## src/mpg_defines.svh

```systemverilog
// Purpose: Constants of the pause frame generator
// Assumes: Byte index 0 is the first preamble octet
// Notes: Functional notes below
//
// Functional notes
// RULE1 - Type field after source address is 0x8808
// RULE2 - Opcode 0x0001 follows the type field
// RULE3 - Two-octet quanta directly follows the opcode
// RULE4 - Quanta high byte sent before low byte
// RULE5 - No length field; 42 zero pads, CRC
// RULE6 - Flow control enable gates all five triggers
// RULE7 - Fill level reaching threshold triggers XOFF frame
// RULE8 - XOFF request alone repeats XOFF frames
// RULE9 - XON request alone repeats XON frames
// RULE10 - Controller never raises XOFF and XON together
// RULE11 - Controller raises threshold when using manual requests
// RULE12 - Controller uses either pins or register bits
// RULE13 - Preamble 0x55 octets, then one 0xd5 delimiter
// RULE14 - XOFF carries configured quanta, XON carries zero
// RULE15 - Finish current frame first, never interleave octets
`ifndef MPG_DEFINES_SVH
`define MPG_DEFINES_SVH
`define MPG_PREAMBLE 8'h55
`define MPG_SOF_DELIM 8'hd5
`define MPG_TYPE 16'h8808
`define MPG_OPCODE 16'h0001
`define MPG_PAD 8'h00
// Reserved control multicast, least significant byte goes first
`define MPG_DEST_ADDR 48'h010000c28001
`define MPG_IDX_SOF 7'h07
`define MPG_IDX_DA 7'h08
`define MPG_IDX_SA 7'h0e
`define MPG_IDX_TYPE 7'h14
`define MPG_IDX_OPC 7'h16
`define MPG_IDX_QNT 7'h18
`define MPG_IDX_PAD 7'h1a
`define MPG_IDX_CRC 7'h44
`define MPG_IDX_LAST 7'h47
`define MPG_IPG_BYTES 4'hc
`define MPG_CRC_INIT 32'hffffffff
`define MPG_CRC_POLY 32'hedb88320
`endif

```

## src/mpg_pkg.sv

```systemverilog
// Purpose: Types of the pause frame generator
// Assumes: Nothing beyond the defines header
// Notes: Carriers for transmit octets and pause requests
package mpg_pkg;
  typedef enum logic [1:0] {ST_IDLE, ST_CLIENT, ST_PAUSE, ST_GAP} mpg_state_e;
  typedef struct packed {
    logic en;
    logic [7:0] data;
  } mpg_octet_s;
  typedef struct packed {
    logic xoff;
    logic xon;
  } mpg_req_s;
endpackage : mpg_pkg

```

## src/mpg_pause_gen.sv

```systemverilog
// Purpose: Pause frame generator on the MAC transmit path
// Assumes: TX_CLK is a sampled link clock well below SYS_CLK/2
// Notes: Client frames pass through; pause frames go between them
`timescale 1ns/1ps
`include "mpg_defines.svh"
module mpg_pause_gen
  import mpg_pkg::*;
#(
  parameter int FILL_W = 12
) (
  input wire logic SYS_CLK,
  input wire logic RST_N,
  input wire logic TX_CLK,
  input wire logic GIG_MODE,
  input wire logic FC_ENA,
  input wire logic XOFF_REG,
  input wire logic XON_REG,
  input wire logic XOFF_PIN,
  input wire logic XON_PIN,
  input wire logic [FILL_W-1:0] RX_FILL_LEVEL,
  input wire logic [FILL_W-1:0] RX_SECTION_EMPTY,
  input wire logic [15:0] PAUSE_QUANTA,
  input wire logic [47:0] SRC_ADDR,
  input wire mpg_octet_s CLI_TX,
  output logic CLI_READY,
  output logic [7:0] TXD,
  output logic TX_EN,
  output logic PAUSE_ACTIVE
);

  ////////////////////////////////////////////////////////////////////
  // Reset release and input synchronisers
  logic [1:0] rst_q;
  logic rst_n;
  logic [2:0] clk_s;
  logic [1:0] xoff_s;
  logic [1:0] xon_s;

  always_ff @(posedge SYS_CLK or negedge RST_N) begin
    if (!RST_N) begin
      rst_q <= 2'h0;
    end else begin
      rst_q <= {rst_q[0], 1'b1};
    end
  end
  assign rst_n = rst_q[1];

  // Third stage of the clock chain only feeds the edge detector
  always_ff @(posedge SYS_CLK or negedge rst_n) begin
    if (!rst_n) begin
      clk_s <= 3'h0;
      xoff_s <= 2'h0;
      xon_s <= 2'h0;
    end else begin
      clk_s <= {clk_s[1:0], TX_CLK};
      xoff_s <= {xoff_s[0], XOFF_PIN};
      xon_s <= {xon_s[0], XON_PIN};
    end
  end

  logic tick;
  assign tick = clk_s[1] & ~clk_s[2];

  ////////////////////////////////////////////////////////////////////
  // Functions
  function automatic logic [31:0] crc_byte(input logic [31:0] c, input logic [7:0] d);
    logic [31:0] r;
    r = c;
    for (int i = 0; i < 8; i++) begin
      r = (r[0] ^ d[i]) ? ((r >> 1) ^ `MPG_CRC_POLY) : (r >> 1);
    end
    return r;
  endfunction : crc_byte

  function automatic logic [7:0] addr_byte(input logic [47:0] a, input logic [6:0] off);
    logic [47:0] s;
    s = a >> {off, 3'h0};
    return s[7:0];
  endfunction : addr_byte

  ////////////////////////////////////////////////////////////////////
  // Triggers
  logic above;
  logic above_q;
  logic auto_pend;
  logic next_above_q;
  logic next_auto_pend;
  mpg_req_s want;
  logic start_pause;
  logic start_xon;

  assign above = RX_FILL_LEVEL >= RX_SECTION_EMPTY; // [RULE7]
  // Register bits and pins merge; the controller keeps one set idle [RULE12]
  always_comb begin
    want.xoff = FC_ENA & (XOFF_REG | xoff_s[1] | auto_pend); // [RULE6] [RULE8]
    want.xon = FC_ENA & (XON_REG | xon_s[1]); // [RULE6] [RULE9]
  end

  always_comb begin
    next_above_q = above;
    next_auto_pend = auto_pend;
    if (start_pause && !start_xon) begin
      next_auto_pend = 1'b0;
    end
    // A new crossing in the start cycle still counts
    if (FC_ENA && above && !above_q) begin
      next_auto_pend = 1'b1; // [RULE7]
    end
  end

  always_ff @(posedge SYS_CLK or negedge rst_n) begin
    if (!rst_n) begin
      above_q <= 1'b0;
      auto_pend <= 1'b0;
    end else begin
      above_q <= next_above_q;
      auto_pend <= next_auto_pend;
    end
  end

  ////////////////////////////////////////////////////////////////////
  // Octet sequencer
  mpg_state_e state;
  mpg_state_e next_state;
  logic [6:0] idx;
  logic [6:0] next_idx;
  logic [3:0] gap;
  logic [3:0] next_gap;
  logic kind_xon;
  logic next_kind_xon;
  logic [31:0] crc;
  logic [31:0] next_crc;
  mpg_octet_s octet;
  mpg_octet_s next_octet;
  logic phase;
  logic adv;
  logic [15:0] quanta;
  logic [7:0] pb;
  logic [31:0] fcs;

  // MII needs two ticks per octet, low nibble first
  assign adv = tick & (GIG_MODE | phase);
  // Both requests at once resolve to XOFF
  assign start_pause = adv && state == ST_IDLE && (want.xoff || want.xon);
  assign start_xon = ~want.xoff;
  assign quanta = kind_xon ? 16'h0000 : PAUSE_QUANTA; // [RULE14]
  assign fcs = ~crc;

  always_comb begin
    pb = `MPG_PAD; // [RULE5]
    if (idx < `MPG_IDX_SOF) begin
      pb = `MPG_PREAMBLE; // [RULE13]
    end else if (idx == `MPG_IDX_SOF) begin
      pb = `MPG_SOF_DELIM; // [RULE13]
    end else if (idx < `MPG_IDX_SA) begin
      pb = addr_byte(`MPG_DEST_ADDR, idx - `MPG_IDX_DA);
    end else if (idx < `MPG_IDX_TYPE) begin
      pb = addr_byte(SRC_ADDR, idx - `MPG_IDX_SA);
    end else if (idx == `MPG_IDX_TYPE) begin
      pb = 8'(`MPG_TYPE >> 8); // [RULE1]
    end else if (idx == `MPG_IDX_TYPE + 7'h01) begin
      pb = 8'(`MPG_TYPE); // [RULE1]
    end else if (idx == `MPG_IDX_OPC) begin
      pb = 8'(`MPG_OPCODE >> 8); // [RULE2]
    end else if (idx == `MPG_IDX_OPC + 7'h01) begin
      pb = 8'(`MPG_OPCODE); // [RULE2]
    end else if (idx == `MPG_IDX_QNT) begin
      pb = quanta[15:8]; // [RULE3] [RULE4]
    end else if (idx == `MPG_IDX_QNT + 7'h01) begin
      pb = quanta[7:0]; // [RULE3] [RULE4]
    end else if (idx >= `MPG_IDX_CRC) begin
      // CRC field starts on a multiple of four, so the low index bits pick the byte
      pb = fcs[{idx[1:0], 3'h0} +: 8]; // [RULE5]
    end
  end

  always_comb begin
    next_state = state;
    next_idx = idx;
    next_gap = gap;
    next_kind_xon = kind_xon;
    next_crc = crc;
    next_octet = octet;
    if (adv) begin
      case (state)
        ST_IDLE: begin
          next_octet = '0;
          next_crc = `MPG_CRC_INIT;
          next_idx = 7'h00;
          // Pause frames only start between client frames [RULE15]
          if (start_pause) begin
            next_state = ST_PAUSE;
            next_kind_xon = start_xon;
          end else if (CLI_TX.en) begin
            next_state = ST_CLIENT;
            next_octet = CLI_TX;
          end
        end
        ST_CLIENT: begin
          next_octet = CLI_TX;
          if (!CLI_TX.en) begin
            next_state = ST_GAP;
            next_gap = 4'h0;
          end
        end
        ST_PAUSE: begin
          next_octet = '{en: 1'b1, data: pb};
          next_idx = idx + 7'h01;
          if (idx >= `MPG_IDX_DA && idx < `MPG_IDX_CRC) begin
            next_crc = crc_byte(crc, pb);
          end
          // Whole frame always completes [RULE15]
          if (idx == `MPG_IDX_LAST) begin
            next_state = ST_GAP;
            next_gap = 4'h0;
          end
        end
        ST_GAP: begin
          next_octet = '0;
          next_gap = gap + 4'h1;
          // Idle state rechecks requests, so held ones repeat [RULE8] [RULE9]
          if (gap == `MPG_IPG_BYTES - 4'h1) begin
            next_state = ST_IDLE;
          end
        end
        default: begin
          next_state = ST_IDLE;
        end
      endcase
    end
  end

  always_ff @(posedge SYS_CLK or negedge rst_n) begin
    if (!rst_n) begin
      state <= ST_IDLE;
      idx <= 7'h00;
      gap <= 4'h0;
      kind_xon <= 1'b0;
      crc <= `MPG_CRC_INIT;
      octet <= '0;
    end else begin
      state <= next_state;
      idx <= next_idx;
      gap <= next_gap;
      kind_xon <= next_kind_xon;
      crc <= next_crc;
      octet <= next_octet;
    end
  end

  // Client is taken on adv while idle with nothing pending, or mid-frame
  assign CLI_READY = (state == ST_IDLE && !(want.xoff || want.xon)) || state == ST_CLIENT;

  ////////////////////////////////////////////////////////////////////
  // Pin stage
  logic next_phase;
  logic [7:0] next_txd;
  logic next_tx_en;
  logic next_active;

  always_comb begin
    next_phase = phase;
    next_txd = TXD;
    next_tx_en = TX_EN;
    next_active = state == ST_PAUSE;
    if (tick) begin
      next_phase = ~phase;
      next_tx_en = octet.en;
      if (GIG_MODE) begin
        next_txd = octet.data;
      end else begin
        next_txd = {4'h0, phase ? octet.data[7:4] : octet.data[3:0]};
      end
    end
  end

  always_ff @(posedge SYS_CLK or negedge rst_n) begin
    if (!rst_n) begin
      phase <= 1'b0;
      TXD <= 8'h00;
      TX_EN <= 1'b0;
      PAUSE_ACTIVE <= 1'b0;
    end else begin
      phase <= next_phase;
      TXD <= next_txd;
      TX_EN <= next_tx_en;
      PAUSE_ACTIVE <= next_active;
    end
  end

endmodule : mpg_pause_gen

```

## config.mk

```make
export PLATFORM = sky130hd
export DESIGN_NAME = mpg_pause_gen
export DESIGN_NICKNAME = d
export VERILOG_FILES = /design/src/mpg_pkg.sv /design/src/mpg_pause_gen.sv
export VERILOG_INCLUDE_DIRS = /design/src
export SDC_FILE = /design/constraint.sdc
export NUM_CORES = 1
export LEC_CHECK = 0
export BUFFER_PORTS_ARGS = -buffer_cell sky130_fd_sc_hd__buf_2
export CAP_MARGIN = 20
export CORE_ASPECT_RATIO = 0.5
export CORE_MARGIN = 2
export CORE_UTILIZATION = 55
export DETAILED_ROUTE_END_ITERATION = 10
export HOLD_SLACK_MARGIN = 0.08
export PLACE_DENSITY = 0.82
export SYNTH_ARGS = -nofsm -noshare
export SYNTH_HDL_FRONTEND = slang
export SYNTH_SLANG_ARGS = --single-unit
```

## constraint.sdc

```tcl
create_clock -name SYS_CLK -period 6.74 [get_ports SYS_CLK]
set_input_delay 1.011 -clock SYS_CLK [delete_from_list [all_inputs] [get_ports SYS_CLK]]
set_output_delay 1.011 -clock SYS_CLK [all_outputs]
set_load 0.02 [all_outputs]
```

==> reports/qor.json, run 1 <==
{
  "cts_post_setup_buffers_inserted": {"value": 0},
  "worst-slew-pin-transition": {"value": 1080, "unit": "ps"},
  "timing.setup.critical_path_class": {"value": "flop to flop"},
  "result_of_the_run": {"value": "completed"},
  "critPathRequiredTime": {"value": 7010, "unit": "ps"},
  "postSynthNetCount": {"value": 737},
  "synth_edf_count": {"value": 0},
  "grt_first_pass_wirelength": {"value": 24600, "unit": "um"},
  "start_util": {"value": 0.562},
  "firstDrtPassIters": {"value": 5},
  "critPathArrivalTime": {"value": 4760, "unit": "ps"},
  "ctsLongestPathBuffers": {"value": 2},
  "routed_wl_per_cell": {"value": 17.7, "unit": "um"},
  "die-area": {"value": 11200, "unit": "um2"},
  "synthesis.instances": {"value": 605},
  "synthFlopType": {"value": "sky130_fd_sc_hd__dfrtp_1"},
  "max_freq": {"value": 223, "unit": "MHz"},
  "placementRows": {"value": 26},
  "synthArstFlopShare": {"value": 1.00},
  "dp.final_hpwl": {"value": 10600, "unit": "um"},
  "final_weighted_congestion_in_routability_driven_placement": {"value": 0.997},
  "num-fill-cells": {"value": 820},
  "drt_wl_total": {"value": 15100, "unit": "um"},
  "placedInstanceArea": {"value": 6360, "unit": "um2"},
  "h_tree_levels": {"value": 3},
  "timing_max_transition_violations_final": {"value": 0},
  "worst-path-max-fanout": {"value": 28},
  "grt_max_degree": {"value": 76},
  "path_clk_slew": {"value": 60, "unit": "ps"},
  "grt_util_all_layers": {"value": 0.273},
  "synth_largest_area_cell": {"value": "sky130_fd_sc_hd__dfrtp_1"},
  "relative_slew_slack": {"value": 0.279},
  "rsz_0062_raised_after_global_routing": {"value": "no"},
  "final_core_util": {"value": 0.660},
  "stdcell_area": {"value": 6700, "unit": "um2"},
  "multiInputGateArea": {"value": 3470, "unit": "um2"},
  "power-per-cell-area": {"value": 482, "unit": "nW/um2"},
  "cts_num_sinks": {"value": 77},
  "post_synthesis_cell_area": {"value": 5700, "unit": "um2"},
  "fin_tns_setup": {"value": 0, "unit": "ps"},
  "maxCapViolations": {"value": 0},
  "final-setup-viol-count": {"value": 0},
  "cts_inserted_buffers": {"value": 9},
  "boundaryPins": {"value": 117},
  "cts_root_buf": {"value": "sky130_fd_sc_hd__clkbuf_16"},
  "setup.reg_to_reg.worst_slack": {"value": 2260, "unit": "ps"},
  "postSynthAreaPerCell": {"value": 9.42, "unit": "um2"},
  "critPathCaptureType": {"value": "flop"},
  "first_global_vias": {"value": 4900},
  "min-delay-path-class": {"value": "flop to flop"},
  "finalCriticalPeriod": {"value": 4480, "unit": "ps"},
  "tritoncts": {"value": "done"},
  "n_antenna_cell": {"value": 0},
  "seqCellArea": {"value": 1970, "unit": "um2"},
  "io_buffer_count": {"value": 116},
  "synth.lib_cells_used.distinct": {"value": 71},
  "leakage": {"value": 2.96, "unit": "nW"},
  "vias": {"value": 5006},
  "residual_drc": {"value": 0},
  "final_nets": {"value": 838},
  "ys_ff_latch": {"value": 77},
  "syn_to_final_growth": {"value": 17.5, "unit": "%"},
  "hold_violations": {"value": 0},
  "worstRegToRegCells": {"value": 12},
  "clk_latency": {"value": 340, "unit": "ps"},
  "yosys_warnings": {"value": 0},
  "post_route_cells_drive_above_1_share": {"value": 0.302},
  "synth_seq_area_share": {"value": 0.345},
  "cts.hold.buffers_added": {"value": 0},
  "dr.first_iter.drc_count": {"value": 535},
  "synth_top_cell_area_share": {"value": 0.197},
  "crit_start_category": {"value": "flop"},
  "overflow": {"value": 0},
  "hold_depth": {"value": 0},
  "final_min_period_over_clock_period": {"value": 0.665},
  "antenna_violating_nets_post_route": {"value": 0},
  "placeableCoreArea": {"value": 10100, "unit": "um2"},
  "design_power": {"value": 3.23, "unit": "mW"},
  "ir_worst_vdd": {"value": 0.319, "unit": "mV"},
  "synth.area.top_cells": {"value": "sky130_fd_sc_hd__dfrtp_1 (20%), sky130_fd_sc_hd__dfstp_2 (15%), sky130_fd_sc_hd__xnor2_1 (6.3%)"},
  "die_y": {"value": 76.0, "unit": "um"},
  "die_width": {"value": 148, "unit": "um"},
  "final.setup_skew": {"value": 6.29, "unit": "ps"},
  "cts_resized": {"value": 0},
  "detail_route.vias_per_cell": {"value": 5.88},
  "antenna_violations_before_repair": {"value": 0}
}
-- metrics by stage --
stage / worst slack (ps) / cells / hold slack, ps
3_5_place_dp: 2410 / 835 / 343
3_3_place_gp: 2560 / 835 / 335
5_1_grt: 1980 / 851 / 367
6_report: 2260 / 851 / 356
2_1_floorplan: 2830 / 605 / 331
4_1_cts: 2340 / 851 / 360
-- layer usage --
layer,track usage,wire (um),vias up
li1,-,-,2336
met5,0,0,-
met4,0.0762,282,0
met1,0.347,6290,2435
met2,0.470,7430,203
met3,0.0659,1070,32
-- final timing paths --
path                       startpoint           end
setup / recovery               idx[1]       crc[26]
hold / removal              xoff_s[0]     xoff_s[1]
setup reg to reg               idx[1]       crc[26]
hold reg to reg             xoff_s[0]     xoff_s[1]
max in group asynchronous    rst_q[1]  PAUSE_ACTIVE
min in group asynchronous       RST_N      rst_q[1]
-- cell usage in the layout, fill, tap and decap left out, types with 3 or more instances in the layout --
master	instances
sky130_fd_sc_hd__nand3_1	18
sky130_fd_sc_hd__a22o_1	6
sky130_fd_sc_hd__o22ai_1	6
sky130_fd_sc_hd__a32oi_1	3
sky130_fd_sc_hd__o22a_1	4
sky130_fd_sc_hd__and2_1	3
sky130_fd_sc_hd__dfrtp_1	44
sky130_fd_sc_hd__buf_4	6
sky130_fd_sc_hd__mux4_2	15
sky130_fd_sc_hd__mux2_2	3
sky130_fd_sc_hd__nor3_1	8
sky130_fd_sc_hd__o21ai_0	39
sky130_fd_sc_hd__nand2_1	53
sky130_fd_sc_hd__a22oi_1	6
sky130_fd_sc_hd__dfstp_2	32
sky130_fd_sc_hd__inv_1	30
sky130_fd_sc_hd__nand2b_1	9
sky130_fd_sc_hd__nor2b_1	4
sky130_fd_sc_hd__mux2i_1	13
sky130_fd_sc_hd__ha_1	26
sky130_fd_sc_hd__a32o_1	3
sky130_fd_sc_hd__xnor2_1	41
sky130_fd_sc_hd__a21oi_1	51
sky130_fd_sc_hd__xnor2_2	7
sky130_fd_sc_hd__o21ai_1	4
sky130_fd_sc_hd__xor2_2	3
sky130_fd_sc_hd__clkbuf_16	10
sky130_fd_sc_hd__xor2_1	17
sky130_fd_sc_hd__buf_2	116
sky130_fd_sc_hd__a31oi_1	8
sky130_fd_sc_hd__a21o_1	10
sky130_fd_sc_hd__nor2_1	58
-- sequential cells by signal, indices dropped and copies added, names as in the netlist --
name,count
clk_s,3
idx,7
PAUSE_ACTIVE,1
xon_s,2
rst_q,2
above_q,1
octet,9
auto_pend,1
gap,4
kind_xon,1
crc,32
TX_EN,1
phase,1
state,2
TXD,8
xoff_s,2
-- critical path, cell delays in order (launching register included) --
cell and delay, ps:
sky130_fd_sc_hd__dfrtp_1 1060, sky130_fd_sc_hd__inv_1 170, sky130_fd_sc_hd__ha_1 380, sky130_fd_sc_hd__or4_1 510, sky130_fd_sc_hd__a31oi_1 310, sky130_fd_sc_hd__and2_1 230, sky130_fd_sc_hd__a32oi_1 130, sky130_fd_sc_hd__a21oi_2 300
sky130_fd_sc_hd__xor2_4 350, sky130_fd_sc_hd__xor2_4 160, sky130_fd_sc_hd__xnor2_2 290, sky130_fd_sc_hd__xnor3_1 360, sky130_fd_sc_hd__o22a_1 180
-- area by class of cell --
class / count / share of cell area
flip-flops and latches: 77 / 0.294
repair buffers: 122 / 0.0934
clock inverters: 6 / 0.0135
multi-input cells: 465 / 0.518
well taps: 140 / 0.0262
clock buffers: 10 / 0.0374
inverters: 31 / 0.0174
-- synthesized netlist by cell type (all sizes together) (2+ instances only) --
cell     n
a22o     6
buf     13
inv     31
dfrtp   45
and2     3
nor2b    4
or4      2
mux4    15
clkbuf  19
mux2i   13
a211oi   3
a21o    10
ha      26
o21a     2
o22ai    6
or2      3
dfstp   32
o22a     4
mux2     3
nor3     8
nand2   54
nand2b   9
a22oi    7
a21oi   53
o221ai   2
xnor2   50
o21ai   43
nor2    59
a221oi   2
xor2    22
nor3b    2
a31oi    8
a32o     3
a32oi    3
o211ai   2
and4     2
nand3   18
-- power by group --
group	switching, mW	internal (mW)	total (mW)
logic	0.921	0.826	1.75
registers	0.221	0.709	0.930
clock network	0.201	0.349	0.550
total	1.34	1.88	3.23
-- cell families (layout without fill, tap and decap cells) --
logic type / Yosys count / after routing / synth area share
AND/OR/NAND/NOR: 171 / 171 / 0.138
adder cells (fa/ha/maj): 26 / 26 / 0.0571
AO/OA/AOI/OAI: 162 / 162 / 0.179
XOR/XNOR: 74 / 74 / 0.145
other: 1 / 1 / 0.000658
flip-flops: 77 / 77 / 0.345
buffers and inverters: 63 / 169 / 0.0467
multiplexers: 31 / 31 / 0.0880
Note: power is estimated with default switching activity, not from simulation.
==> run 2: changes to the inputs <==
clock period = 4.2 ns   (was 6.74 ns; I/O delays follow)
==> reports/qor.json, run 2 (synthesized netlist as in run 1, its figures left out) <==
{
  "result_of_the_run": {"value": "completed"},
  "register_bank_with_the_most_flops": {"value": "crc"},
  "clk_latency": {"value": 340, "unit": "ps"},
  "p_switching": {"value": 2.12, "unit": "mW"},
  "cts_root_buf": {"value": "sky130_fd_sc_hd__clkbuf_16"},
  "cts_resized": {"value": 0},
  "power-per-cell-area": {"value": 759, "unit": "nW/um2"},
  "timing.setup.critical_path_class": {"value": "flop to flop"},
  "drt_wl_total": {"value": 14800, "unit": "um"},
  "multiInputGateArea": {"value": 3470, "unit": "um2"},
  "cts_num_sinks": {"value": 77},
  "setup.reg_to_reg.worst_slack": {"value": 310, "unit": "ps"},
  "worstRegToRegCells": {"value": 12},
  "tritoncts": {"value": "done"},
  "seqCellArea": {"value": 1970, "unit": "um2"},
  "dr.first_iter.drc_count": {"value": 405},
  "design_power": {"value": 5.11, "unit": "mW"},
  "die_width": {"value": 148, "unit": "um"},
  "finalCriticalPeriod": {"value": 3890, "unit": "ps"},
  "critPathCaptureType": {"value": "flop"},
  "timing_max_transition_violations_final": {"value": 0},
  "worst_r2r_endpoint": {"value": "crc[26]"},
  "cts_inserted_buffers": {"value": 9},
  "syn_to_final_growth": {"value": 18.1, "unit": "%"},
  "reg_top3": {"value": "crc x32, octet x9, TXD x8"},
  "grt_util_all_layers": {"value": 0.271},
  "cts_post_setup_buffers_inserted": {"value": 0},
  "switching_share": {"value": 0.416},
  "min_hold_slack": {"value": 355, "unit": "ps"},
  "antenna_violations_before_repair": {"value": 0},
  "die_y": {"value": 76.0, "unit": "um"},
  "placeableCoreArea": {"value": 10100, "unit": "um2"},
  "path_clk_slew": {"value": 60, "unit": "ps"},
  "antenna_violating_nets_post_route": {"value": 0},
  "firstDrtPassIters": {"value": 5},
  "critical-path-top-cell-by-count": {"value": "sky130_fd_sc_hd__xor2_4"},
  "fin_tns_setup": {"value": 0, "unit": "ps"},
  "h_tree_levels": {"value": 3},
  "power.internal": {"value": 2.99, "unit": "mW"},
  "worst-slew-pin-transition": {"value": 883, "unit": "ps"},
  "rsz_0062_raised_after_global_routing": {"value": "no"},
  "final_core_util": {"value": 0.663},
  "n_antenna_cell": {"value": 0},
  "min-delay-path-class": {"value": "flop to asynchronous set/reset pin"},
  "final_weighted_congestion_in_routability_driven_placement": {"value": 0.980},
  "p_comb_frac": {"value": 0.559},
  "worst-path-max-fanout": {"value": 9},
  "overflow": {"value": 0},
  "fin_cells": {"value": 859},
  "num-fill-cells": {"value": 820},
  "io_buffer_count": {"value": 116},
  "first_global_vias": {"value": 5009},
  "critPathRequiredTime": {"value": 4460, "unit": "ps"},
  "die-area": {"value": 11200, "unit": "um2"},
  "largest_register_ffs": {"value": 32},
  "timing.critical_path.from": {"value": "idx[0]"},
  "dp.final_hpwl": {"value": 10900, "unit": "um"},
  "ctsLongestPathBuffers": {"value": 2},
  "placementRows": {"value": 26},
  "power.share.sequential": {"value": 0.283},
  "placed_insts": {"value": 842},
  "final_min_period_over_clock_period": {"value": 0.926},
  "grt_max_degree": {"value": 42},
  "critPathArrivalTime": {"value": 4150, "unit": "ps"},
  "relative_slew_slack": {"value": 0.412},
  "final_cell_mix": {"value": "sky130_fd_sc_hd__buf_2 (116), sky130_fd_sc_hd__nor2_1 (58), sky130_fd_sc_hd__nand2_1 (53)"},
  "boundaryPins": {"value": 117},
  "max_stage_delay": {"value": 560, "unit": "ps"},
  "leakage": {"value": 2.99, "unit": "nW"},
  "worstReg2RegStart": {"value": "idx[0]"},
  "timing.critical_path.cells": {"value": "inv_2 > ha_1 > or4_1 > a31oi_1 > and2_1 > a32oi_1 > a21oi_2 > xor2_4 > xor2_4 > xnor2_2 > xnor3_1 > o22a_1"},
  "final.setup_skew": {"value": 6.29, "unit": "ps"},
  "cpMaxStageDelayCell": {"value": "sky130_fd_sc_hd__dfrtp_1"},
  "final_nets": {"value": 846},
  "clock_power_share": {"value": 0.158},
  "cts.hold.buffers_added": {"value": 1},
  "vias": {"value": 5012},
  "start_util": {"value": 0.562},
  "max_freq": {"value": 257, "unit": "MHz"},
  "most_common_library_cell_in_the_layout_ignoring_fill_and_taps": {"value": "sky130_fd_sc_hd__buf_2"},
  "ir_worst_vdd": {"value": 0.396, "unit": "mV"},
  "detail_route.vias_per_cell": {"value": 5.83},
  "crit_start_category": {"value": "flop"},
  "residual_drc": {"value": 0},
  "routed_wl_per_cell": {"value": 17.2, "unit": "um"},
  "hold_violations": {"value": 0},
  "grt_first_pass_wirelength": {"value": 24300, "unit": "um"},
  "maxCapViolations": {"value": 0},
  "final-setup-viol-count": {"value": 0},
  "post_route_cells_drive_above_1_share": {"value": 0.309}
}
run 2: cell type report:
type,instances,share of cell area
Timing Repair Buffer,130,0.102
Tap cell,140,0.0260
Inverter,31,0.0173
Sequential cell,77,0.292
Clock buffer,13,0.0433
Clock inverter,3,0.00334
Multi-Input combinational cell,465,0.516
run 2: power groups by stage:
stage | Combinational, mW | Clock (mW) | Sequential (mW)
2_1_floorplan | 2.24 | 0 | 1.40
3_3_place_gp | 2.71 | 0 | 1.43
3_5_place_dp | 2.80 | 0 | 1.45
4_1_cts | 2.85 | 0.812 | 1.44
5_1_grt | 3.10 | 0.844 | 1.49
6_report | 2.86 | 0.807 | 1.44
run 2: worst max-delay path by stage:
| stage | slack [ps] | end | depth (start not counted) |
|---|---|---|---|
| 2_1_floorplan | 290 | crc[26] | 15 |
| 3_3_place_gp | 590 | crc[26] | 12 |
| 3_5_place_dp | 400 | crc[26] | 12 |
| 4_1_cts | 360 | crc[26] | 12 |
| 5_1_grt | 120 | crc[26] | 12 |
| 6_report | 310 | crc[26] | 12 |
run 2: critical path: cells and delay by family (launching register included):
kind | cells | cell delay (ps)
AO/OA/AOI/OAI | 4 | 950
XOR/XNOR | 4 | 1180
buffers and inverters | 1 | 120
AND/OR/NAND/NOR | 2 | 750
flip-flops | 1 | 560
adder cells (fa/ha/maj) | 1 | 260
run 2: through the flow:
step           setup WS [ps]  instance area (um2)
2_1_floorplan            288                 5700
3_3_place_gp             586                 6410
3_5_place_dp             397                 6410
4_1_cts                  363                 6730
5_1_grt                  121                 6730
6_report                 310                 6730
run 2: layer usage:
layer / wire (um) / track usage
met2: 7140 / 0.446
met4: 431 / 0.114
met1: 6210 / 0.352
met5: 0 / 0
met3: 1010 / 0.0545
==> run 3: changes to the inputs <==
CTS_BUF_LIST = sky130_fd_sc_hd__clkbuf_2 sky130_fd_sc_hd__clkbuf_4 sky130_fd_sc_hd__clkbuf_8   (was default)
REMOVE_ABC_BUFFERS = 1   (was default)
SKIP_CTS_REPAIR_TIMING = 1   (was default)
==> reports/qor.json, run 3 (synthesized netlist as in run 1, its figures left out) <==
{
  "result_of_the_run": {"value": "completed"},
  "rsz_0062_raised_after_global_routing": {"value": "no"},
  "ctsLongestPathBuffers": {"value": 2},
  "register_bank_with_the_most_flops": {"value": "crc"},
  "dr.first_iter.drc_count": {"value": 435},
  "largest_register_ffs": {"value": 32},
  "worst-slew-pin-transition": {"value": 936, "unit": "ps"},
  "switching_share": {"value": 0.435},
  "fin_cells": {"value": 860},
  "power.internal": {"value": 2.72, "unit": "mW"},
  "grt_util_all_layers": {"value": 0.270},
  "critPathRequiredTime": {"value": 4510, "unit": "ps"},
  "num-fill-cells": {"value": 839},
  "timing.setup.critical_path_class": {"value": "flop to flop"},
  "io_buffer_count": {"value": 116},
  "maxCapViolations": {"value": 0},
  "fin_tns_setup": {"value": 0, "unit": "ps"},
  "final_min_period_over_clock_period": {"value": 0.913},
  "first_global_vias": {"value": 4935},
  "setup.reg_to_reg.worst_slack": {"value": 370, "unit": "ps"},
  "die_width": {"value": 148, "unit": "um"},
  "relative_slew_slack": {"value": 0.376},
  "placementRows": {"value": 26},
  "h_tree_levels": {"value": 3},
  "final.setup_skew": {"value": 10.7, "unit": "ps"},
  "hold_violations": {"value": 0},
  "die_y": {"value": 76.0, "unit": "um"},
  "leakage": {"value": 2.93, "unit": "nW"},
  "finalCriticalPeriod": {"value": 3830, "unit": "ps"},
  "boundaryPins": {"value": 117},
  "power.share.sequential": {"value": 0.297},
  "p_comb_frac": {"value": 0.595},
  "grt_max_degree": {"value": 76},
  "final_weighted_congestion_in_routability_driven_placement": {"value": 0.967},
  "firstDrtPassIters": {"value": 5},
  "dp.final_hpwl": {"value": 11200, "unit": "um"},
  "final_nets": {"value": 847},
  "clock_power_share": {"value": 0.108},
  "residual_drc": {"value": 0},
  "final_cell_mix": {"value": "sky130_fd_sc_hd__buf_2 (116), sky130_fd_sc_hd__nor2_1 (58), sky130_fd_sc_hd__nand2_1 (53)"},
  "n_antenna_cell": {"value": 0},
  "path_clk_slew": {"value": 80, "unit": "ps"},
  "syn_to_final_growth": {"value": 15.8, "unit": "%"},
  "cts_inserted_buffers": {"value": 9},
  "detail_route.vias_per_cell": {"value": 5.71},
  "routed_wl_per_cell": {"value": 16.8, "unit": "um"},
  "cts_num_sinks": {"value": 77},
  "placeableCoreArea": {"value": 10100, "unit": "um2"},
  "power-per-cell-area": {"value": 728, "unit": "nW/um2"},
  "worst-path-max-fanout": {"value": 10},
  "max_freq": {"value": 261, "unit": "MHz"},
  "placed_insts": {"value": 843},
  "min-delay-path-class": {"value": "flop to flop"},
  "crit_start_category": {"value": "flop"},
  "reg_top3": {"value": "crc x32, octet x9, TXD x8"},
  "p_switching": {"value": 2.09, "unit": "mW"},
  "critPathArrivalTime": {"value": 4140, "unit": "ps"},
  "cts_root_buf": {"value": "sky130_fd_sc_hd__clkbuf_8"},
  "overflow": {"value": 0},
  "tritoncts": {"value": "done"},
  "timing_max_transition_violations_final": {"value": 0},
  "start_util": {"value": 0.562},
  "grt_first_pass_wirelength": {"value": 24200, "unit": "um"},
  "most_common_library_cell_in_the_layout_ignoring_fill_and_taps": {"value": "sky130_fd_sc_hd__buf_2"},
  "drt_wl_total": {"value": 14500, "unit": "um"},
  "vias": {"value": 4913},
  "antenna_violations_before_repair": {"value": 0},
  "clk_latency": {"value": 370, "unit": "ps"},
  "antenna_violating_nets_post_route": {"value": 0},
  "die-area": {"value": 11200, "unit": "um2"},
  "critPathCaptureType": {"value": "flop"},
  "final-setup-viol-count": {"value": 0},
  "ir_worst_vdd": {"value": 0.385, "unit": "mV"},
  "post_route_cells_drive_above_1_share": {"value": 0.308}
}
[run 3: per-stage QoR]
stage | setup WS, ps | power, mW | hold slack [ps] | utilization | area [um2]
after CTS | 380 | 4.80 | 20.6 | 0.649 | 6590
after global placement | 559 | 4.20 | 333 | 0.632 | 6420
after floorplan | -78.4 | 3.58 | 331 | - | 5550
after global routing | 153 | 5.17 | 352 | 0.650 | 6600
after detailed placement | 403 | 4.26 | 336 | 0.632 | 6420
final | 366 | 4.81 | 347 | 0.650 | 6600
[run 3: worst paths after layout]
kind                       cells past startpoint       end      from
setup / recovery                              12   crc[26]    idx[0]
hold / removal                                 0  clk_s[1]  clk_s[0]
setup reg to reg                              12   crc[26]    idx[0]
hold reg to reg                                0  clk_s[1]  clk_s[0]
max in group asynchronous                      1    idx[1]  rst_q[1]
min in group asynchronous                      1  clk_s[2]  rst_q[1]
[run 3: power groups by stage]
stage                     Clock, mW  Sequential (mW)  Combinational [mW]
after global routing          0.556             1.47                3.14
after global placement            0             1.43                2.77
after CTS                     0.526             1.43                2.85
after floorplan                   0             1.46                2.13
after detailed placement          0             1.44                2.82
final                         0.518             1.43                2.86
[run 3: final cells by class]
class                   count  area [um2]  share of cell area
clock buffers              10         138              0.0208
clock inverters             6        36.3             0.00550
inverters                  31         116              0.0176
multi-input cells         465        3470               0.526
flip-flops and latches     77        1970               0.298
well taps                 140         175              0.0265
repair buffers            131         696               0.105
[run 3: routing by layer]
metal  share of wire  vias to the layer above  track usage  wire length [um]
met1            0.44                     2372        0.361              6400
met3           0.066                       34       0.0605               954
met4           0.024                        0       0.0867               346
li1                -                     2345            -                 -
met2            0.47                      162        0.442              6790
met5               0                        -            0                 0
[run 3: critical path, stage by stage, from the launching register on]
cell	delay [ps]
sky130_fd_sc_hd__dfrtp_1	560
sky130_fd_sc_hd__inv_2	120
sky130_fd_sc_hd__ha_1	250
sky130_fd_sc_hd__or4_1	510
sky130_fd_sc_hd__a31oi_1	330
sky130_fd_sc_hd__and2_1	220
sky130_fd_sc_hd__a32oi_1	130
sky130_fd_sc_hd__a21oi_2	320
sky130_fd_sc_hd__xor2_4	340
sky130_fd_sc_hd__xor2_4	260
sky130_fd_sc_hd__xnor2_2	190
sky130_fd_sc_hd__xnor3_1	360
sky130_fd_sc_hd__o22a_1	180
